**src/logic/icx_pkg.sv**
```systemverilog
/*
  Shared constants for the two-level interrupt controller: special register
  addresses, bit positions, machine-cycle timing and source numbering.
  Assumes the CPU core and the flag sources run on the same clock.
*/
package icx_pkg;

  ////////////////////////////////////////////////////////////////////////////
  // Special register space addresses and widths
  localparam int unsigned ADDR_W = 8;
  localparam int unsigned DATA_W = 8;
  localparam logic [ADDR_W-1:0] ADDR_ENABLE_MASK = 8'hA8;
  localparam logic [ADDR_W-1:0] ADDR_LEVEL_SELECT = 8'hB8;
  localparam logic [DATA_W-1:0] ENABLE_MASK_RST = 8'h00;
  localparam logic [DATA_W-1:0] LEVEL_SELECT_RST = 8'h00;

  ////////////////////////////////////////////////////////////////////////////
  // Field positions, shared by both registers for the source bits
  localparam int unsigned BIT_GLOBAL_GATE = 7;
  localparam int unsigned BIT_LEVEL_LOGIC_STOP = 7;
  localparam int unsigned BIT_RESERVED = 6;
  localparam int unsigned MAX_SRC = 6;
  localparam int unsigned IDX_W = 3;

  // Source index, equal to the bit position and to the polling rank
  localparam logic [IDX_W-1:0] SRC_EXT0 = 3'h0;
  localparam logic [IDX_W-1:0] SRC_TIMER0 = 3'h1;
  localparam logic [IDX_W-1:0] SRC_EXT1 = 3'h2;
  localparam logic [IDX_W-1:0] SRC_TIMER1 = 3'h3;
  localparam logic [IDX_W-1:0] SRC_SERIAL = 3'h4;
  localparam logic [IDX_W-1:0] SRC_TIMER2 = 3'h5;

  ////////////////////////////////////////////////////////////////////////////
  // Machine cycle: six states of two oscillator periods each
  localparam int unsigned STATES_PER_CYCLE = 6;
  localparam int unsigned PERIODS_PER_STATE = 2;
  localparam int unsigned TICKS_PER_CYCLE = STATES_PER_CYCLE * PERIODS_PER_STATE;
  localparam int unsigned TICK_W = 4;
  localparam logic [TICK_W-1:0] TICK_LAST = TICK_W'(TICKS_PER_CYCLE - 1);
  localparam logic [TICK_W-1:0] TICK_ZERO = 4'h0;
  // Sample at the end of state 5, poll in state 1 of the next cycle
  localparam logic [TICK_W-1:0] TICK_SAMPLE = TICK_W'(5 * PERIODS_PER_STATE - 1);
  localparam logic [TICK_W-1:0] TICK_POLL = TICK_W'(PERIODS_PER_STATE - 1);

  ////////////////////////////////////////////////////////////////////////////
  // Call handshake states
  typedef enum logic [1:0] {
    ICX_IDLE = 2'b01,
    ICX_CALL = 2'b10
  } icx_state_t;

endpackage

```
**src/logic/icx_poll_pick.sv**
```systemverilog
/*
  Fixed polling order picker: the lowest-numbered set request wins.
  Assumes requests are already gated by enables and level; purely combinational.
*/
`timescale 1ns/1ps
`default_nettype none
module icx_poll_pick
#(
  parameter int unsigned NUM_SRC = 6
)
(
  input wire logic [NUM_SRC-1:0] req, // Gated requests of one level
  output logic any, // At least one request present
  output logic [icx_pkg::IDX_W-1:0] idx // Winning source index
);
  import icx_pkg::*;

  ////////////////////////////////////////////////////////////////////////////
  // Scan from last to first so the first in order is left standing
  always_comb
  begin
    any = 1'b0;
    idx = SRC_EXT0;
    for (int i = NUM_SRC - 1; i >= 0; i--)
    begin
      if (req[i])
      begin
        any = 1'b1;
        idx = IDX_W'(i);
      end
    end
  end

endmodule
`default_nettype wire

```
**src/logic/icx_ctrl.sv**
```systemverilog
/*
  Two-level interrupt controller: enable and level registers in the special
  register space, machine-cycle sampling, polling and the long-call request.
  Assumes the CPU sequencer pushes only the program counter on callAck and
  pulses returnFromService when it executes the return-from-service opcode.
*/
`timescale 1ns/1ps
`default_nettype none

// How it works
// - Five sources, plus a sixth for the third timer when present.
// - Each source has its own enable bit; disabled sources never serviced.
// - Enable bit 7 gates everything; zero blocks all acknowledgement.
// - Enable bits: 5 timer2, 4 serial, 3 timer1, 2 ext1, 1 timer0, 0 ext0.
// - Level register uses same bit positions; one means high level.
// - Level bit 7 set stops level logic; only enables then matter.
// - Low service in progress admits high requests, blocks other low ones.
// - High service in progress blocks every other request.
// - High-level request wins over low-level in the same poll.
// - Same-level requests resolved by a fixed polling order.
// - All flags captured into samples during state 5 of each cycle.
// - Next cycle polls samples and requests a long call if unblocked.
// - No vectoring while equal or higher level service is running.
// - Call pushes program counter and loads the source's fixed vector.
// - Only program counter saved by hardware; status word left to software.
// - Return from service clears in-progress state of the active level.
// - Return with nothing in progress changes no controller state.
// - Machine cycle is six states of two periods each.
module icx_ctrl
#(
  parameter int unsigned NUM_SRC = 6, // Five, or six with a third timer
  parameter bit HAS_LEVEL_STOP = 1'b1, // Level register bit 7 implemented
  parameter logic [15:0] VEC_BASE = 16'h0003, // Vector of first source
  parameter logic [15:0] VEC_STRIDE = 16'h0008 // Distance between vectors
)
(
  input wire logic clk_sys, // Oscillator clock
  input wire logic arst_n, // Asynchronous reset, active low
  input wire logic clkEn, // Freezes all state but the reset synchronizer while low
  input wire logic [icx_pkg::ADDR_W-1:0] sfrAddr, // Special register address
  input wire logic sfrWrEn, // Write strobe
  input wire logic [icx_pkg::DATA_W-1:0] sfrWrData, // Write data
  input wire logic sfrRdEn, // Read strobe
  output logic [icx_pkg::DATA_W-1:0] sfrRdData, // Read data, registered
  input wire logic [NUM_SRC-1:0] reqFlag, // Peripheral request flags
  input wire logic callBlock, // Sequencer cannot take a call now
  input wire logic callAck, // Sequencer starts the long call
  input wire logic returnFromService, // Return opcode executed, pulse
  output logic longCallReq, // Long call wanted, held until ack
  output logic [15:0] vectorAddr, // Start address for the call
  output logic [icx_pkg::IDX_W-1:0] srcServiced, // Source being called
  output logic callLevelHigh, // Call is of the high level
  output logic inProgHigh, // High-level service running
  output logic inProgLow, // Low-level service running
  output logic [icx_pkg::TICK_W-1:0] cycleTick // Position in machine cycle
);
  import icx_pkg::*;

  ////////////////////////////////////////////////////////////////////////////
  // Reset release through two flops
  logic [1:0] rstSync_q;
  logic rst_n;

  always_ff @(posedge clk_sys or negedge arst_n)
  begin
    if (!arst_n)
      rstSync_q <= 2'b00;
    else
      rstSync_q <= {rstSync_q[0], 1'b1};
  end
  assign rst_n = rstSync_q[1];

  ////////////////////////////////////////////////////////////////////////////
  // Declarations
  logic [DATA_W-1:0] enMask_q, enMask_d;
  logic [DATA_W-1:0] lvlSel_q, lvlSel_d;
  logic [DATA_W-1:0] rdData_q, rdData_d;
  logic [TICK_W-1:0] tick_q, tick_d;
  logic [NUM_SRC-1:0] sample_q, sample_d;
  logic [NUM_SRC-1:0] pendHigh, pendLow;
  logic anyHigh, anyLow;
  logic [IDX_W-1:0] idxHigh, idxLow;
  logic levelStop, pollNow, takeHigh, takeLow, retDone;
  icx_state_t state_q, state_d;
  logic callReq_q, callReq_d;
  logic callHigh_q, callHigh_d;
  logic [IDX_W-1:0] srcIdx_q, srcIdx_d;
  logic [15:0] vec_q, vec_d;
  logic progHigh_q, progHigh_d;
  logic progLow_q, progLow_d;

  ////////////////////////////////////////////////////////////////////////////
  // Register access; bit 6 is not stored so it always reads zero
  always_comb
  begin
    enMask_d = enMask_q;
    lvlSel_d = lvlSel_q;
    rdData_d = rdData_q;
    if (sfrWrEn && sfrAddr == ADDR_ENABLE_MASK)
    begin
      enMask_d = sfrWrData;
      enMask_d[BIT_RESERVED] = 1'b0;
    end
    if (sfrWrEn && sfrAddr == ADDR_LEVEL_SELECT)
    begin
      lvlSel_d = sfrWrData;
      lvlSel_d[BIT_RESERVED] = 1'b0;
      lvlSel_d[BIT_LEVEL_LOGIC_STOP] = HAS_LEVEL_STOP & sfrWrData[BIT_LEVEL_LOGIC_STOP];
    end
    // Unused source bits stay zero on a five-source build
    for (int i = NUM_SRC; i < MAX_SRC; i++)
    begin
      enMask_d[i] = 1'b0;
      lvlSel_d[i] = 1'b0;
    end
    if (sfrRdEn)
    begin
      // Unmapped addresses read as zero rather than stale data
      unique case (sfrAddr)
        ADDR_ENABLE_MASK: rdData_d = enMask_q;
        ADDR_LEVEL_SELECT: rdData_d = lvlSel_q;
        default: rdData_d = '0;
      endcase
    end
  end

  ////////////////////////////////////////////////////////////////////////////
  // Machine-cycle position and flag sampling
  always_comb
  begin
    tick_d = (tick_q == TICK_LAST) ? TICK_ZERO : tick_q + 4'h1;
    sample_d = (tick_q == TICK_SAMPLE) ? reqFlag : sample_q;
  end

  ////////////////////////////////////////////////////////////////////////////
  // Per-source gating; level logic stopped puts everyone on the low level
  assign levelStop = HAS_LEVEL_STOP & lvlSel_q[BIT_LEVEL_LOGIC_STOP];

  for (genvar g = 0; g < NUM_SRC; g++)
  begin : gSrc
    logic live;
    assign live = sample_q[g] & enMask_q[g] & enMask_q[BIT_GLOBAL_GATE];
    assign pendHigh[g] = live & lvlSel_q[g] & ~levelStop;
    assign pendLow[g] = live & ~(lvlSel_q[g] & ~levelStop);
  end

  icx_poll_pick #(.NUM_SRC(NUM_SRC)) uPickHigh
  (
    .req(pendHigh),
    .any(anyHigh),
    .idx(idxHigh)
  );

  icx_poll_pick #(.NUM_SRC(NUM_SRC)) uPickLow
  (
    .req(pendLow),
    .any(anyLow),
    .idx(idxLow)
  );

  ////////////////////////////////////////////////////////////////////////////
  // Poll once per machine cycle, in state 1 of the cycle after the samples were taken
  assign pollNow = (state_q == ICX_IDLE) && (tick_q == TICK_POLL) && !callBlock;
  assign takeHigh = pollNow && anyHigh && !progHigh_q;
  assign takeLow = pollNow && anyLow && !anyHigh && !progHigh_q && !progLow_q;

  // Call handshake; request stands until the sequencer accepts it
  always_comb
  begin
    state_d = state_q;
    callReq_d = callReq_q;
    callHigh_d = callHigh_q;
    srcIdx_d = srcIdx_q;
    vec_d = vec_q;
    unique case (state_q)
      ICX_IDLE:
      begin
        if (takeHigh || takeLow)
        begin
          state_d = ICX_CALL;
          callReq_d = 1'b1;
          callHigh_d = takeHigh;
          srcIdx_d = takeHigh ? idxHigh : idxLow;
          vec_d = 16'(VEC_BASE + 16'(srcIdx_d) * VEC_STRIDE);
        end
      end
      ICX_CALL:
      begin
        // Sequencer pushes only the program counter here
        if (callAck)
        begin
          state_d = ICX_IDLE;
          callReq_d = 1'b0;
        end
      end
      default:
      begin
        state_d = ICX_IDLE;
        callReq_d = 1'b0;
      end
    endcase
  end

  ////////////////////////////////////////////////////////////////////////////
  // In-progress levels: return clears the higher active one, a new call sets
  always_comb
  begin
    progHigh_d = progHigh_q;
    progLow_d = progLow_q;
    retDone = returnFromService && (progHigh_q || progLow_q);
    if (retDone)
    begin
      if (progHigh_q)
        progHigh_d = 1'b0;
      else
        progLow_d = 1'b0;
    end
    // Set after clear so a call in the same cycle is never lost
    if (state_q == ICX_CALL && callAck)
    begin
      if (callHigh_q)
        progHigh_d = 1'b1;
      else
        progLow_d = 1'b1;
    end
  end

  ////////////////////////////////////////////////////////////////////////////
  // State registers
  always_ff @(posedge clk_sys or negedge rst_n)
  begin
    if (!rst_n)
    begin
      enMask_q <= ENABLE_MASK_RST;
      lvlSel_q <= LEVEL_SELECT_RST;
      rdData_q <= '0;
      tick_q <= TICK_ZERO;
      sample_q <= '0;
      state_q <= ICX_IDLE;
      callReq_q <= 1'b0;
      callHigh_q <= 1'b0;
      srcIdx_q <= SRC_EXT0;
      vec_q <= '0;
      progHigh_q <= 1'b0;
      progLow_q <= 1'b0;
    end
    else if (clkEn)
    begin
      enMask_q <= enMask_d;
      lvlSel_q <= lvlSel_d;
      rdData_q <= rdData_d;
      tick_q <= tick_d;
      sample_q <= sample_d;
      state_q <= state_d;
      callReq_q <= callReq_d;
      callHigh_q <= callHigh_d;
      srcIdx_q <= srcIdx_d;
      vec_q <= vec_d;
      progHigh_q <= progHigh_d;
      progLow_q <= progLow_d;
    end
  end

  // Outputs straight from flops
  assign sfrRdData = rdData_q;
  assign longCallReq = callReq_q;
  assign vectorAddr = vec_q;
  assign srcServiced = srcIdx_q;
  assign callLevelHigh = callHigh_q;
  assign inProgHigh = progHigh_q;
  assign inProgLow = progLow_q;
  assign cycleTick = tick_q;

  ////////////////////////////////////////////////////////////////////////////
  // Checks
  property p_gate;
    @(posedge clk_sys) disable iff (!rst_n)
    (clkEn && pollNow && !enMask_q[BIT_GLOBAL_GATE]) |=> !callReq_q;
  endproperty
  a_gate: assert property (p_gate) else $error("call despite global gate off");

  property p_srcEnabled;
    @(posedge clk_sys) disable iff (!rst_n)
    $rose(callReq_q)
      |-> |($past(enMask_q[NUM_SRC-1:0] & sample_q) & (NUM_SRC'(1) << srcIdx_q));
  endproperty
  a_srcEnabled: assert property (p_srcEnabled) else $error("disabled source called");

  property p_highBlocks;
    @(posedge clk_sys) disable iff (!rst_n)
    (clkEn && state_q == ICX_IDLE && progHigh_q) |=> !callReq_q;
  endproperty
  a_highBlocks: assert property (p_highBlocks) else $error("call during high service");

  property p_lowPreempt;
    @(posedge clk_sys) disable iff (!rst_n)
    ($rose(callReq_q) && $past(progLow_q)) |-> callHigh_q;
  endproperty
  a_lowPreempt: assert property (p_lowPreempt) else $error("low call nested in low");

  property p_highFirst;
    @(posedge clk_sys) disable iff (!rst_n)
    (clkEn && pollNow && anyHigh && anyLow && !progHigh_q) |=> callReq_q && callHigh_q;
  endproperty
  a_highFirst: assert property (p_highFirst) else $error("high request not first");

  property p_sample;
    @(posedge clk_sys) disable iff (!rst_n)
    (clkEn && tick_q == TICK_SAMPLE) |=> sample_q == $past(reqFlag);
  endproperty
  a_sample: assert property (p_sample) else $error("flags not sampled in state 5");

  property p_vector;
    @(posedge clk_sys) disable iff (!rst_n)
    callReq_q |-> vec_q == 16'(VEC_BASE + 16'(srcIdx_q) * VEC_STRIDE);
  endproperty
  a_vector: assert property (p_vector) else $error("vector does not match source");

  property p_retClear;
    @(posedge clk_sys) disable iff (!rst_n)
    (clkEn && returnFromService && progHigh_q && !(state_q == ICX_CALL && callAck))
      |=> !progHigh_q && $stable(progLow_q);
  endproperty
  a_retClear: assert property (p_retClear) else $error("return left high level set");

  property p_retIdle;
    @(posedge clk_sys) disable iff (!rst_n)
    (clkEn && returnFromService && !progHigh_q && !progLow_q && state_q == ICX_IDLE)
      |=> !progHigh_q && !progLow_q;
  endproperty
  a_retIdle: assert property (p_retIdle) else $error("idle return changed state");

  property p_cycle;
    @(posedge clk_sys) disable iff (!rst_n)
    (clkEn && tick_q == TICK_LAST) |=> tick_q == TICK_ZERO;
  endproperty
  a_cycle: assert property (p_cycle) else $error("machine cycle length wrong");

endmodule
`default_nettype wire

```
**config.mk**
```make
export PLATFORM = sky130hd
export DESIGN_NAME = icx_ctrl
export DESIGN_NICKNAME = d
export VERILOG_FILES = /design/src/logic/icx_pkg.sv /design/src/logic/icx_poll_pick.sv /design/src/logic/icx_ctrl.sv
export SDC_FILE = /design/constraint.sdc
export NUM_CORES = 1
export LEC_CHECK = 0
export BUFFER_PORTS_ARGS = -buffer_cell sky130_fd_sc_hd__buf_2
export CORE_MARGIN = 3
export CORE_UTILIZATION = 51
export DETAILED_ROUTE_END_ITERATION = 7
export PLACE_DENSITY_LB_ADDON = 0.25
export SLEW_MARGIN = 20
export SYNTH_ARGS = -nofsm -noshare
export SYNTH_HDL_FRONTEND = slang
export SYNTH_SLANG_ARGS = --single-unit
export TNS_END_PERCENT = 50
```
**constraint.sdc**
```tcl
create_clock -name clk_sys -period 1.8 [get_ports clk_sys]
set_input_delay 0.09 -clock clk_sys [delete_from_list [all_inputs] [get_ports clk_sys]]
set_output_delay 0.09 -clock clk_sys [all_outputs]
set_load 0.01 [all_outputs]
```
==> metrics.md <==
| Metric | Value |
|---|---|
| Filler cells | 340 |
| Clock insertion delay at the later pin of the skew report | approximately 290 ps |
| Clock-pin slew on the worst setup and hold paths | roughly 80 ps |
| Total GRT Usage | 0.192 |
| Total placed instance area | 2580 um2 |
| Number of clock sinks | between 40 and 50 |
| RSZ-0062 raised after global routing | true |
| Most area-hungry cell type in the Yosys netlist | dfrtp_1 |
| Height of the chip | 72.0 um |
| Count of vias placed by the detailed router | 1735 |
| Worst supply voltage drop on vdd | roughly 0.66 mV |
| DRT iter0 DRCs | 57 |
| Final hold viol count | 0 |
| Outcome | finished with violations |
| Row count | 23 |
| Hold path depth | 2 |
| DP HPWL | ~3.6 mm |
| CTS Buf Count | 5 |
| Area share of the largest cell type after synthesis | 0.462 |
| Worst path max stage delay | 480 ps |
| Sum of overflow across all layers after global routing | 0 |
| Required arrival time at the worst endpoint | just under 2000 ps |
| Post-route fraction of the period consumed by the critical path | 1.01 |
| Clock network power share | 0.263 |
| Worst Path Arrival | 2000 ps |
| Count of flip-flops with a built-in enable after synthesis | 0 |
| Leakage component of the power | about 1.4 nW |
| Clk root buf | clkbuf_8 |
| Post-route total power | 0.00216 W |
| Fraction of power spent switching nets | 0.280 |
| Summed area of non-filler cells in the final layout | ~2800 um2 |
| Final wirelength | ~4.7 mm |
| Final routed DRC violation total | 0 |
| Wire per inst | 14.1 um |
| Register-to-Register Path Depth | 7 |
| Synth Cell Area | 2220 um2 |
| Power per cell area | between 700 and 800 nW/um2 |
| Failing checks | negative setup slack |
| Nets@finish | 311 |
| Most common library cells after synthesis | dfrtp_1, mux2_2, nand2_1 |
| Class of the most critical setup path | reg -> reg |
| Final antenna diode count | 0 |
| Most common cell in the netlist | dfrtp_1 |
| Placeable core area | 4120 um2 |
| Logic pwr share | 0.211 |
| Vias/cell | about 5.3 |
| Highest achievable clock rate | 552 MHz |
| Synth warn | 0 |
| Internal power | 0.00155 W |
| ANT nets after route | 0 |
| Starting density of the core | 0.540 |
| Die Footprint | a little over 5000 um2 |
| Final critical delay including setup and external delays | 1810 ps |
| Top Ports | 65 |
| TritonCTS clock tree | built |
| Layout cells sized above 1 | 0.477 |
| Switching Power | 0.000605 W |
| Number of global-route vias before repair | between 1500 and 2000 |
| Max Fanout on Critical Path | 9 |
| Clock buffer depth | 2 |
| Number of synthesized register bits | 42 |
| Final core area utilization | 0.674 |
| Cell with the largest stage delay on the worst path | dfrtp_2 |
| Number of maximum-capacitance constraint violations | 0 |
| Synthesized area per cell | around 11 um2 |
| Routability congestion estimate from global placement | 0.821 |
| First-pass iteration count of the detailed router | 4 |
| Hold/Removal Path Class | in -> reg |
| Ranking of synthesized cells by area | dfrtp_1, mux2_2, buf_4 |
| Final number of max-transition violations | 0 |
| Register-to-register setup slack | -10 ps |
| H-tree depth | 2 |
| Largest net degree at the start of global routing | 34 |
| Synthesized instance count | 204 |
| Most used flip-flop cell after synthesis | dfrtp_1 |
| Cell-by-cell trace of the critical path | buf_4 > nand2b_4 > a21oi_4 > nand2b_1 > o31a_1 > buf_4 > a21o_2 |
| Element type at the critical path start | flip-flop |
| Number of buffers and inverters on the critical path | 2 |
| P&R area growth vs syn | 24.8% |
| Post-Route Setup TNS | -17.9 ps |
| Hold slack | roughly 27 ps |
| Fraction of the yosys area taken by sequential cells | 0.474 |
| Die width | 72.0 um |
| Crit path setup slack, layout | -13.1 ps |
| Async S/R FF share, synth | 1.00 |
| Number of distinct library cells after synthesis | between 40 and 50 |
| Worst clock skew | roughly 6.3 ps |
| Logic depth of the worst path, buffers included | 7 |
| Final Setup Violations | 3 |
| Initial antenna violation count | 0 |
| Worst path top cell family by delay | compound AO/OA/AOI/OAI gates |
| Port bufs | 51 |
| Kind of end point of the critical path | flip-flop |
| Most common cell on crit path | buf_4 |
| Global-route wire length before repair | 7.63 mm |
| Proportion of power drawn by flip-flops and latches | 0.526 |
repair_timing:
item / in CTS / in global routing
pin swaps: 4 / 1
buffers inserted: 4 / 2
endpoints found under the setup margin: 5 / 7
hold endpoints to repair: 2 / 0
resized for setup: 6 / 9
hold buffers: 1 / 0
gates cloned: 0 / 0
logic make-up after synthesis:
family / Yosys count / share of synthesized area
adder cells (fa/ha/maj): 2 / 0.0113
buffers and inverters: 27 / 0.0850
flip-flops: 42 / 0.474
multiplexers: 25 / 0.131
AND/OR/NAND/NOR: 63 / 0.168
AO/OA/AOI/OAI: 43 / 0.128
other: 2 / 0.00338
per-layer routing:
metal / routed length (um) / track usage
met3: 222 / 0.0582
met5: 0 / 0
met1: 2120 / 0.253
met4: 72 / 0.0626
met2: 2240 / 0.304
state kept, by name, summed over array words and instances, names as in the netlist, 2 cells and up:
signal and count:
state_q 2, enMask_q 7, sample_q 6, cycleTick 4
srcServiced 3, rstSync_q 2, sfrRdData 7, lvlSel_q 7
final timing paths:
| check | start | end |
|---|---|---|
| worst min register to register | rstSync_q[1]$_DFF_PN0_ | sample_q[4]$_DFFE_PN0P_ |
| worst min-delay path | reqFlag[3] | sample_q[3]$_DFFE_PN0P_ |
| worst max register to register | enMask_q[7]$_DFFE_PN0P_ | state_q[1]$_DFFE_PN0P_ |
| worst max-delay path | enMask_q[7]$_DFFE_PN0P_ | state_q[1]$_DFFE_PN0P_ |
| min in group asynchronous | arst_n | rstSync_q[0]$_DFF_PN0_ |
| max in group asynchronous | rstSync_q[1]$_DFF_PN0_ | state_q[0]$_DFFE_PN1P_ |
cell usage in the layout (no fill, tap or decap), types with 2 or more instances in the layout:
cell	n
a21o_1	3
a21oi_1	4
or2_2	2
inv_1	3
nand2b_4	2
nand4_1	2
a22o_1	2
conb_1	13
clkbuf_8	5
dfrtp_1	40
buf_4	26
and4_4	2
nand2b_1	3
a21o_2	4
nand3_2	5
mux2_2	20
clkbuf_1	2
nor2_1	7
nand3_1	9
o21ai_0	13
nand2_1	20
mux2_4	3
ha_1	2
a22oi_1	8
buf_2	51
and3_1	2
through the flow:
step / worst slack (ps) / instances
after CTS: -10.7 / 327
after global placement: -38.3 / 315
after global routing: -114 / 329
after floorplan: 69.4 / 215
final: -13.1 / 329
after detailed placement: -84.2 / 315
cell type report:
class	count	area (um2)	share of cell area
inverter	4	15.0	0.00541
multi-input combinational	146	1070	0.387
timing repair buffer	80	492	0.177
clock buffer	7	76.3	0.0275
tap	50	62.6	0.0226
sequential	42	1050	0.380
power groups by stage:
stage               registers (W)  clock network [W]  logic, W
finish                    0.00114           0.000567  0.000455
global route              0.00115           0.000622  0.000515
CTS                       0.00113           0.000587  0.000458
global placement          0.00114                  0  0.000436
detailed placement        0.00115                  0  0.000447
floorplan                 0.00118                  0  0.000221
(Power assumes the default switching activity.)
